### src/rtl/ccr_regs.svh
// Functional notes
// - low nibble command, high nibble parameter
// - code 4 disables or enables local bus
// - code 5 removes or enables local loop
// - code 6 sets frame polarity, line, shape
// - code 7 makes clock line a clock
// - code 8 stores data-rate range code
// - code 9 reads one configuration item
// - code A returns clock line configuration
// - clock readback raises the result interrupt when unmasked, persists; code A sets the result status bit
// - line and shift readbacks fill result
// - code D returns input or output shift
// - lock flag about 750 us after frequency
// - master generates clocks, slave takes them
// - frequency parameter 0 32.768, 1 16.384
// - data lines float until standby enables
`ifndef CCR_REGS_SVH
`define CCR_REGS_SVH
////////////////////////////////////////////////////////////////////////////////
`define CCR_OFS_SECOND_CMD 4'h0
`define CCR_OFS_FIRST_CMD 4'h1
`define CCR_OFS_SRC 4'h2
`define CCR_OFS_DST 4'h3
`define CCR_OFS_GIN1 4'h4
`define CCR_OFS_GIN2 4'h5
`define CCR_OFS_RESULT 4'h6
`define CCR_OFS_CLKRB 4'h7
`define CCR_OFS_STATUS 4'h8
`define CCR_OFS_MASK 4'h9
`define CCR_OFS_STATE 4'ha
////////////////////////////////////////////////////////////////////////////////
`define CCR_ST_RESULT 0
`define CCR_ST_LOCK 1
`define CCR_RST_RATE 2'h0
`define CCR_RST_RANGE 4'h0
`define CCR_RST_BYTE 8'h00
////////////////////////////////////////////////////////////////////////////////
`define CCR_C2_FREQ 4'h1
`define CCR_C2_PAR 4'h2
`define CCR_C2_IRQ 4'h3
`define CCR_C2_STBY 4'h4
`define CCR_C2_LOOP 4'h5
`define CCR_C2_FRAME 4'h6
`define CCR_C2_CLOCK 4'h7
`define CCR_C2_RANGE 4'h8
`define CCR_C2_RDCFG 4'h9
`define CCR_C2_RDCLK 4'ha
`define CCR_C2_RDLINE 4'hb
`define CCR_C2_RDSHIFT 4'hd
`define CCR_C1_IOSEL 4'h2
`define CCR_C1_RATE 4'hb
`define CCR_C1_SHIFT 4'hf
////////////////////////////////////////////////////////////////////////////////
`define CCR_LOCK_TIME_US 750
`define CCR_CLK_MHZ 125
`endif

### src/rtl/ccr_pkg.sv
package ccr_pkg;
    typedef enum logic [1:0] {
        CCR_IDLE = 2'b00,
        CCR_DECODE = 2'b01,
        CCR_STORE = 2'b11
    } ccr_phase_e;

    typedef struct packed {
        logic [23:0] count;
        logic busy;
        logic locked;
    } ccr_lock_s;

    typedef struct packed {
        logic ack;
        logic [31:0] rdata;
        ccr_phase_e phase;
        logic cmd_first;
        logic [7:0] cmd;
        logic rb;
        logic [7:0] src;
        logic [7:0] dst;
        logic [7:0] gin1;
        logic [7:0] gin2;
        logic [7:0] result;
        logic [9:0] clkrb;
        logic [1:0] status;
        logic [1:0] mask;
        logic standby;
        logic loop;
        logic master;
        logic osc16;
        logic parallel;
        logic [3:0] irq_cfg;
        logic [3:0] range;
        logic [3:0] pll_ref;
        logic [3:0] clk_sel;
        logic phase_align;
        logic [7:0] gp_clock;
        logic [7:0] gp_low;
        logic [7:0][7:0] gp_a;
        logic [7:0][7:0] gp_b;
        logic [15:0][1:0] in_rate;
        logic [15:0][1:0] out_rate;
        logic [15:0][7:0] in_shift;
        logic [7:0] out_shift;
    } ccr_top_s;
endpackage : ccr_pkg

### src/rtl/ccr_lock_timer.sv
`timescale 1ns/1ps
module ccr_lock_timer #(
    parameter int LOCK_CYCLES = 93750
) (
    input wire logic clk,
    input wire logic rst_b,
    input wire logic start,
    output logic locked,
    output logic lock_event
);
    ccr_pkg::ccr_lock_s s_reg;
    ccr_pkg::ccr_lock_s s_next;

    // a new frequency restarts the lock wait and drops the flag
    always_comb begin
        s_next = s_reg;
        if (start) begin
            s_next.busy = 1'b1;
            s_next.locked = 1'b0;
            s_next.count = 24'(LOCK_CYCLES - 1);
        end else if (s_reg.busy) begin
            if (s_reg.count == 24'h0) begin
                s_next.busy = 1'b0;
                s_next.locked = 1'b1;
            end else begin
                s_next.count = s_reg.count - 24'h1;
            end
        end
    end

    always_ff @(posedge clk or negedge rst_b) begin
        if (!rst_b) begin
            s_reg <= '0;
        end else begin
            s_reg <= s_next;
        end
    end

    assign locked = s_reg.locked;
    assign lock_event = s_reg.busy && !start && s_reg.count == 24'h0;
endmodule : ccr_lock_timer

### src/rtl/ccr_top.sv
// Our own choices: the Avalon-MM register port and the register addresses.
`timescale 1ns/1ps
`include "ccr_regs.svh"
module ccr_top #(
    parameter int LOCK_CYCLES = `CCR_LOCK_TIME_US * `CCR_CLK_MHZ
) (
    input wire logic CLK,
    input wire logic RST_B,
    input wire logic [5:0] AVS_ADDRESS,
    input wire logic AVS_READ,
    input wire logic AVS_WRITE,
    input wire logic [31:0] AVS_WRITEDATA,
    input wire logic [3:0] AVS_BYTEENABLE,
    output logic [31:0] AVS_READDATA,
    output logic AVS_WAITREQUEST,
    output logic IRQ,
    output logic PCM_LINE_OE,
    output logic LOCAL_LOOP,
    output logic PCM_CLOCK_MASTER,
    output logic OSC_16M_SEL,
    output logic PARALLEL_MODE,
    output logic PLL_LOCKED,
    output logic [3:0] DATA_RATE_RANGE,
    output logic [7:0] PROG_CLK_CLOCK_MODE,
    output logic [7:0] PROG_CLK_ACTIVE_LOW
);
    ////////////////////////////////////////////////////////////////////////////
    generate
        if (LOCK_CYCLES < 1 || LOCK_CYCLES > 24'hffffff) begin : g_bad_lock
            $error("LOCK_CYCLES out of range");
        end
    endgenerate

    ccr_pkg::ccr_top_s s_reg;
    ccr_pkg::ccr_top_s s_next;
    logic req;
    logic cmd_addr;
    logic blocked;
    logic wr_go;
    logic [31:0] rd_mux;
    logic [3:0] code;
    logic [3:0] param;
    logic lock_start;
    logic lock_event;
    logic pll_locked;
    logic [1:0] set_ev;
    logic [1:0] clr_ev;
    logic [2:0] gp_line;
    logic [3:0] src_line;
    logic [3:0] dst_line;

    ////////////////////////////////////////////////////////////////////////////
    assign req = AVS_READ || AVS_WRITE;
    assign cmd_addr = AVS_ADDRESS[5:2] == `CCR_OFS_SECOND_CMD
        || AVS_ADDRESS[5:2] == `CCR_OFS_FIRST_CMD;
    // a command that arrives while one is still executing is held off
    assign blocked = AVS_WRITE && cmd_addr && s_reg.phase != ccr_pkg::CCR_IDLE;
    assign wr_go = AVS_WRITE && s_reg.ack && AVS_BYTEENABLE[0];
    assign code = s_reg.cmd[3:0];
    assign param = s_reg.cmd[7:4];
    assign gp_line = param[2:0];
    assign src_line = s_reg.src[3:0];
    assign dst_line = s_reg.dst[3:0];
    assign lock_start = s_reg.phase == ccr_pkg::CCR_DECODE && !s_reg.cmd_first
        && code == `CCR_C2_FREQ && param[3:1] == 3'h0;
    assign set_ev[`CCR_ST_RESULT] = s_reg.phase == ccr_pkg::CCR_STORE && s_reg.rb;
    assign set_ev[`CCR_ST_LOCK] = lock_event;
    assign clr_ev = (wr_go && AVS_ADDRESS[5:2] == `CCR_OFS_STATUS) ? AVS_WRITEDATA[1:0] : 2'h0;

    // lock wait restarts on every valid frequency command
    ccr_lock_timer #(
        .LOCK_CYCLES(LOCK_CYCLES)
    ) u_lock (
        .clk(CLK),
        .rst_b(RST_B),
        .start(lock_start),
        .locked(pll_locked),
        .lock_event(lock_event)
    );

    ////////////////////////////////////////////////////////////////////////////
    // read mux; readback registers keep their value on read
    always_comb begin
        rd_mux = 32'h0;
        case (AVS_ADDRESS[5:2])
            `CCR_OFS_SRC: begin
                rd_mux[7:0] = s_reg.src;
            end
            `CCR_OFS_DST: begin
                rd_mux[7:0] = s_reg.dst;
            end
            `CCR_OFS_GIN1: begin
                rd_mux[7:0] = s_reg.gin1;
            end
            `CCR_OFS_GIN2: begin
                rd_mux[7:0] = s_reg.gin2;
            end
            `CCR_OFS_RESULT: begin
                rd_mux[7:0] = s_reg.result;
            end
            `CCR_OFS_CLKRB: begin
                rd_mux[9:0] = s_reg.clkrb;
            end
            `CCR_OFS_STATUS: begin
                rd_mux[1:0] = s_reg.status;
            end
            `CCR_OFS_MASK: begin
                rd_mux[1:0] = s_reg.mask;
            end
            `CCR_OFS_STATE: begin
                rd_mux[0] = pll_locked;
                rd_mux[1] = s_reg.phase != ccr_pkg::CCR_IDLE;
            end
            default: begin
                rd_mux = 32'h0;
            end
        endcase
    end

    ////////////////////////////////////////////////////////////////////////////
    always_comb begin
        s_next = s_reg;
        s_next.ack = req && !s_reg.ack && !blocked;
        if (req && !s_reg.ack) begin
            s_next.rdata = rd_mux;
        end
        // a new event wins over a clear in the same cycle
        s_next.status = (s_reg.status & ~clr_ev) | set_ev;

        if (wr_go) begin
            case (AVS_ADDRESS[5:2])
                `CCR_OFS_SECOND_CMD: begin
                    s_next.cmd = AVS_WRITEDATA[7:0];
                    s_next.cmd_first = 1'b0;
                    s_next.phase = ccr_pkg::CCR_DECODE;
                end
                `CCR_OFS_FIRST_CMD: begin
                    s_next.cmd = AVS_WRITEDATA[7:0];
                    s_next.cmd_first = 1'b1;
                    s_next.phase = ccr_pkg::CCR_DECODE;
                end
                `CCR_OFS_SRC: begin
                    s_next.src = AVS_WRITEDATA[7:0];
                end
                `CCR_OFS_DST: begin
                    s_next.dst = AVS_WRITEDATA[7:0];
                end
                `CCR_OFS_GIN1: begin
                    s_next.gin1 = AVS_WRITEDATA[7:0];
                end
                `CCR_OFS_GIN2: begin
                    s_next.gin2 = AVS_WRITEDATA[7:0];
                end
                `CCR_OFS_MASK: begin
                    s_next.mask = AVS_WRITEDATA[1:0];
                end
                default: begin
                end
            endcase
        end

        case (s_reg.phase)
            ccr_pkg::CCR_IDLE: begin
                s_next.rb = 1'b0;
            end
            ccr_pkg::CCR_DECODE: begin
                s_next.phase = ccr_pkg::CCR_STORE;
                s_next.rb = 1'b0;
                if (s_reg.cmd_first) begin
                    case (code)
                        `CCR_C1_IOSEL: begin
                            s_next.master = param[0];
                            s_next.clk_sel = param;
                            s_next.pll_ref = s_reg.gin1[3:0];
                            s_next.phase_align = s_reg.gin1[4];
                        end
                        `CCR_C1_RATE: begin
                            if (param[2]) begin
                                s_next.in_rate[src_line] = param[1:0];
                            end
                            if (param[3]) begin
                                s_next.out_rate[dst_line] = param[1:0];
                            end
                        end
                        `CCR_C1_SHIFT: begin
                            // 0 one input line, 1 all inputs, 2 all outputs, 3 both
                            for (int i = 0; i < 16; i++) begin
                                if ((param[1:0] == 2'h0 && i == int'(src_line))
                                    || param[1:0] == 2'h1 || param[1:0] == 2'h3) begin
                                    s_next.in_shift[i] = s_reg.gin1;
                                end
                            end
                            if (param[1]) begin
                                s_next.out_shift = s_reg.gin1;
                            end
                        end
                        default: begin
                        end
                    endcase
                end else begin
                    case (code)
                        `CCR_C2_FREQ: begin
                            if (param == 4'h0 || param == 4'h1) begin
                                s_next.osc16 = param[0];
                            end
                        end
                        `CCR_C2_PAR: begin
                            if (param[3:1] == 3'h0) begin
                                s_next.parallel = param[0];
                            end
                        end
                        `CCR_C2_IRQ: begin
                            if (param[1:0] != 2'h3 && param[3] == 1'b0) begin
                                s_next.irq_cfg = param;
                            end
                        end
                        `CCR_C2_STBY: begin
                            if (param[3:1] == 3'h0) begin
                                s_next.standby = param[0];
                            end
                        end
                        `CCR_C2_LOOP: begin
                            if (param[3:1] == 3'h0) begin
                                s_next.loop = param[0];
                            end
                        end
                        `CCR_C2_FRAME: begin
                            s_next.gp_clock[gp_line] = 1'b0;
                            s_next.gp_low[gp_line] = param[3];
                            s_next.gp_a[gp_line] = s_reg.gin1;
                            s_next.gp_b[gp_line] = s_reg.gin2;
                        end
                        `CCR_C2_CLOCK: begin
                            if (!param[3]) begin
                                s_next.gp_clock[gp_line] = 1'b1;
                                s_next.gp_a[gp_line] = s_reg.gin1;
                            end
                        end
                        `CCR_C2_RANGE: begin
                            if (param != 4'h7 && param < 4'hb) begin
                                s_next.range = param;
                            end
                        end
                        `CCR_C2_RDCFG: begin
                            s_next.rb = 1'b1;
                            // a later readback overwrites an uncollected result
                            case (param)
                                4'h0: begin
                                    s_next.result = {7'h0, s_reg.master};
                                end
                                4'h1: begin
                                    s_next.result = {4'h0, s_reg.pll_ref};
                                end
                                4'h5: begin
                                    s_next.result = {4'h0, s_reg.clk_sel};
                                end
                                4'h9: begin
                                    s_next.result = {7'h0, s_reg.phase_align};
                                end
                                4'ha: begin
                                    s_next.result = {7'h0, s_reg.osc16};
                                end
                                4'hb: begin
                                    s_next.result = {7'h0, s_reg.parallel};
                                end
                                4'hc: begin
                                    s_next.result = {4'h0, s_reg.irq_cfg};
                                end
                                4'hd: begin
                                    s_next.result = {7'h0, s_reg.standby};
                                end
                                4'he: begin
                                    s_next.result = {7'h0, s_reg.loop};
                                end
                                4'hf: begin
                                    s_next.result = {4'h0, s_reg.range};
                                end
                                default: begin
                                    s_next.result = 8'h00;
                                end
                            endcase
                        end
                        `CCR_C2_RDCLK: begin
                            if (!param[3]) begin
                                s_next.rb = 1'b1;
                                s_next.result = s_reg.gp_a[gp_line];
                                s_next.clkrb = {s_reg.gp_clock[gp_line],
                                    s_reg.gp_low[gp_line], s_reg.gp_b[gp_line]};
                            end
                        end
                        `CCR_C2_RDLINE: begin
                            if (param[3:1] == 3'h0) begin
                                s_next.rb = 1'b1;
                                s_next.result = param[0]
                                    ? {6'h0, s_reg.out_rate[dst_line]}
                                    : {6'h0, s_reg.in_rate[src_line]};
                            end
                        end
                        `CCR_C2_RDSHIFT: begin
                            if (param[3:1] == 3'h0) begin
                                s_next.rb = 1'b1;
                                s_next.result = param[0] ? s_reg.out_shift
                                    : s_reg.in_shift[src_line];
                            end
                        end
                        default: begin
                        end
                    endcase
                end
            end
            ccr_pkg::CCR_STORE: begin
                s_next.phase = ccr_pkg::CCR_IDLE;
            end
            default: begin
                s_next.phase = ccr_pkg::CCR_IDLE;
            end
        endcase
    end

    ////////////////////////////////////////////////////////////////////////////
    always_ff @(posedge CLK or negedge RST_B) begin
        if (!RST_B) begin
            s_reg <= '0;
        end else begin
            s_reg <= s_next;
        end
    end

    ////////////////////////////////////////////////////////////////////////////
    assign AVS_WAITREQUEST = req && !s_reg.ack;
    assign AVS_READDATA = s_reg.rdata;
    // clock readback sets the result status bit, so it interrupts when that bit is unmasked
    assign IRQ = |(s_reg.status & s_reg.mask);
    assign PCM_LINE_OE = s_reg.standby;
    assign LOCAL_LOOP = s_reg.loop;
    assign PCM_CLOCK_MASTER = s_reg.master;
    assign OSC_16M_SEL = s_reg.osc16;
    assign PARALLEL_MODE = s_reg.parallel;
    assign PLL_LOCKED = pll_locked;
    assign DATA_RATE_RANGE = s_reg.range;
    assign PROG_CLK_CLOCK_MODE = s_reg.gp_clock;
    assign PROG_CLK_ACTIVE_LOW = s_reg.gp_low;
endmodule : ccr_top
### config.mk
export PLATFORM = sky130hd
export DESIGN_NAME = ccr_top
export DESIGN_NICKNAME = d
export VERILOG_FILES = /design/src/rtl/ccr_pkg.sv /design/src/rtl/ccr_lock_timer.sv /design/src/rtl/ccr_top.sv
export VERILOG_INCLUDE_DIRS = /design/src /design/src/rtl
export SDC_FILE = /design/constraint.sdc
export NUM_CORES = 1
export LEC_CHECK = 0
export BUFFER_PORTS_ARGS = -buffer_cell sky130_fd_sc_hd__buf_2
export CAP_MARGIN = 20
export CELL_PAD_IN_SITES_DETAIL_PLACEMENT = 1
export CELL_PAD_IN_SITES_GLOBAL_PLACEMENT = 2
export CORE_MARGIN = 8
export CORE_UTILIZATION = 23
export CTS_CLUSTER_SIZE = 8
export DETAILED_ROUTE_END_ITERATION = 8
export PLACE_DENSITY_LB_ADDON = 0.1
export SYNTH_ARGS = -nofsm -noshare
export SYNTH_HDL_FRONTEND = slang
export SYNTH_SLANG_ARGS = --single-unit
### constraint.sdc
create_clock -name CLK -period 2.2 [get_ports CLK]
set_clock_uncertainty 0.1 [all_clocks]
set_input_delay 0.11 -clock CLK [delete_from_list [all_inputs] [get_ports CLK]]
set_output_delay 0.11 -clock CLK [all_outputs]
set_load 0.01 [all_outputs]
==> results by group <==
Die
  – Core footprint: 0.0967 sq mm
  – Die height: 329 um
  – Std cell rows: 114
  – Full die area: 0.108 sq mm
  – Starting Density: 23.2%
  – Top Ports: 106
  – Die W: 329 um

Critical path
  – Startpoint types: flop
  – Crit path max-delay family: simple AND/OR/NAND/NOR gates
  – CP max stage delay: 0.44 ns
  – Crit path arrival time: 2.68 ns
  – Worst setup EP type: flop
  – CP required: 2.58 ns
  – Setup CP Type: flop to flop
  – Critical Path Slowest Stage Cell: dfrtp_2
  – CP Buf/Inv Count: 2
  – Worst-path cell chain: nor3b_4, nand3_4, or3_4, nor3_4, buf_12, clkbuf_16, mux2_4
  – Peak fanout along the critical path: 4

Clock tree
  – CTS tree: yes
  – Cts bufs inserted: 69
  – Clk buf depth: 3
  – Worst-path clk slew: 0.06 ns
  – Root Buffer: clkbuf_16
  – Clk sinks: 468
  – Clock latency on the worst-skew pair: 0.60 ns
  – H-tree depth: 3

Drt
  – Via count: 15000
  – Final WL: 74700 um
  – Via-to-Cell Ratio: 4.59
  – Post-route ant nets: 0
  – Number of detailed-route iterations in the first pass: 4
  – DRC violations left: 0
  – DRT iter0 DRCs: 600
  – Post-DR wirelength/cell: 22.8 um

Timing
  – Final Cycle Share: 105%
  – Slew HR: 55.1%
  – Slew @ Worst Pin: 0.666 ns
  – Final hold violations: 0
  – Post-route setup slack: -0.102 ns
  – Fmax: 434 MHz
  – Fin. max-slew vios: 0
  – RSZ-0062 raised after global routing: yes
  – Final Setup Violations: 73
  – Setup tns final: -2.69 ns
  – Fin crit period: 2.30 ns

Place
  – Placer Congestion: 0.723
  – Cell count after placement: 3123
  – Hpwl dp: 50700 um
  – Placed Area: 0.0260 sq mm
  – Port Buffer Count: 54

GRT
  – Total track usage: 13.8%
  – First-pass GRT wire length: 114000 um
  – Initial antenna violation count: 3
  – Largest net degree at the start of global routing: 89
  – Global route overflow: 0
  – Number of global-route vias before repair: 16900

Status
  – Outcome: finished, violations left
  – Failing checks: setup timing

Finish
  – # nets final: 2025
  – Most frequent cells in the layout: dfrtp_1, mux2_2, buf_4
  – Ratio of cells with drive above 1 in the final layout: 52.4%
  – P&R area growth vs syn: 31.2%
  – Commonest non-fill, non-tap cell in the layout: dfrtp_1
  – Finished Cell Area: 0.0295 sq mm
  – Final Non-Filler Cells: 3276
  – Largest register FFs: 396
  – Fillers: 10300

Yosys
  – Synth warnings: 0
  – Post-Synth Simple-Gate Area: 8.00%
  – XOR/XNOR Fraction of Synth Area: 0.117%
  – Cells after synthesis: 1683
  – Ys async rst share: 100%
  – Synth Flop Type: dfrtp_1
  – Flops & latches, synth: 468
  – Synth Area in Compound Gates: 4.74%
  – Post-Synth Adder-Cell Area: 0.111%
  – Mean Syn Cell Area: 13.4 sq um
  – Post-synth EDFFs: 0
  – Sequential-to-total area share from yosys stat: 52.1%
  – Main combinational cell family by area after synthesis: multiplexers
  – Mux cell area share after synthesis: 30.9%
  – Netlist cell types: 73
  – Cell Area, Synth: 0.0225 sq mm

Power and ir drop
  – Pwr dens: 846 mW/mm^2
  – VDD IR max: 0.458 mV
  – Total power: 24900 uW
  – Lkg Pwr: 0.0136 uW

Job
  – Max-Cap Viols: 0

Worst hold path
  – Hold WC Path Type: primary input to asynchronous set/reset pin
-- routing by layer --
| layer | vias up | GRT usage [%] | share of wire (%) |
|---|---|---|---|
| met3 | 101 | 2.48 | 3.3 |
| met5 | - | 0 | 0 |
| met2 | 197 | 21.8 | 46 |
| li1 | 6739 | - | - |
| met1 | 7986 | 19.5 | 48 |
| met4 | 0 | 3.58 | 2.2 |
-- final cells by class --
class / instances / area (sq um) / area share, %
diodes: 5 / 12.5 / 0.0424
clock buffers: 86 / 1910 / 6.46
clock inverters: 3 / 41.3 / 0.140
inverters: 11 / 41.3 / 0.140
multi-input cells: 1060 / 10700 / 36.2
flip-flops and latches: 468 / 11700 / 39.8
well taps: 1276 / 1600 / 5.42
repair buffers: 367 / 3470 / 11.8
-- power by group --
group,internal (uW),switching [uW]
sequential,9070,557
clock,5990,3920
combinational,2470,2930
total,17500,7410
-- worst paths after layout --
path / start / to / slack, ns / cells after the start
min reg2reg: AVS_READDATA[3] / AVS_READDATA[3] / 0.37 / 2
min: RST_B / u_lock.s_reg[13] / 0.04 / 3
max reg2reg: s_reg[431] / s_reg[205] / -0.10 / 7
max: s_reg[431] / s_reg[205] / -0.10 / 7
max in group asynchronous: RST_B / s_reg[318] / 1.40 / 3
min in group CLK: AVS_BYTEENABLE[0] / s_reg[368] / 0.05 / 5
-- tightest hold or removal path, cell delays in order --
cell and delay [ns]:
dlygate4sd3_1 0.56, buf_8 0.21, buf_12 0.21
-- timing repair --
item                                    4_1_cts  5_1_grt
gates resized for setup                      87      135
cloned                                        2        5
endpoints found under the hold margin       516        0
hold buffers                                 14        0
buffers inserted                             19       20
endpoints found under the setup margin      301      301
pin swaps                                    20       28
-- stage by stage --
step | hold slack [ns] | worst slack (ns) | util, %
after floorplan | -0.286 | -0.190 | -
after global placement | -0.0913 | -0.251 | 26.9
after CTS | 0.00305 | -0.132 | 29.7
final | 0.0448 | -0.102 | 30.5
after global routing | 0.0510 | -0.165 | 30.5
after detailed placement | -0.0853 | -0.219 | 26.9
-- cell usage after synthesis (all sizes together), types with 3 or more instances --
master / n / area share [%]
nor4b: 3 / 0.21
a22o: 6 / 0.23
a31oi: 10 / 0.28
nor3b: 5 / 0.26
and2: 7 / 0.19
mux2i: 42 / 1.9
buf: 102 / 2.7
xor2: 3 / 0.12
clkbuf: 63 / 1.1
nand2b: 12 / 0.33
o2111ai: 4 / 0.16
mux4: 87 / 8.7
or4: 10 / 0.33
a22oi: 15 / 0.50
a32oi: 3 / 0.12
o31ai: 7 / 0.23
o21ai: 42 / 0.94
nand2: 63 / 1.1
or2: 3 / 0.084
nor2b: 22 / 0.61
a21o: 4 / 0.13
inv: 11 / 0.18
and4: 6 / 0.23
and3b: 3 / 0.12
a21oi: 39 / 0.87
a21boi: 3 / 0.10
nand3: 24 / 0.59
dfrtp: 468 / 52
nor2: 100 / 1.7
nand4b: 4 / 0.16
nor4: 7 / 0.31
a41oi: 3 / 0.12
nand3b: 3 / 0.10
mux2: 406 / 20
nor3: 21 / 0.54
or3: 11 / 0.31
o22ai: 9 / 0.25
and3: 9 / 0.25
a32o: 3 / 0.13
nand4: 13 / 0.36
-- kinds of logic (layout without fill, tap and decap cells) --
family,after synthesis,in the layout
AOI/OAI and AO/OA,166,166
other,1,27
xor gates and xnor gates,3,3
buffers and inverters,176,467
DFF,468,468
and+or+nand+nor,332,332
muxes,535,535
adders and majority gates,2,2
Power figures use the tool's default switching activity.
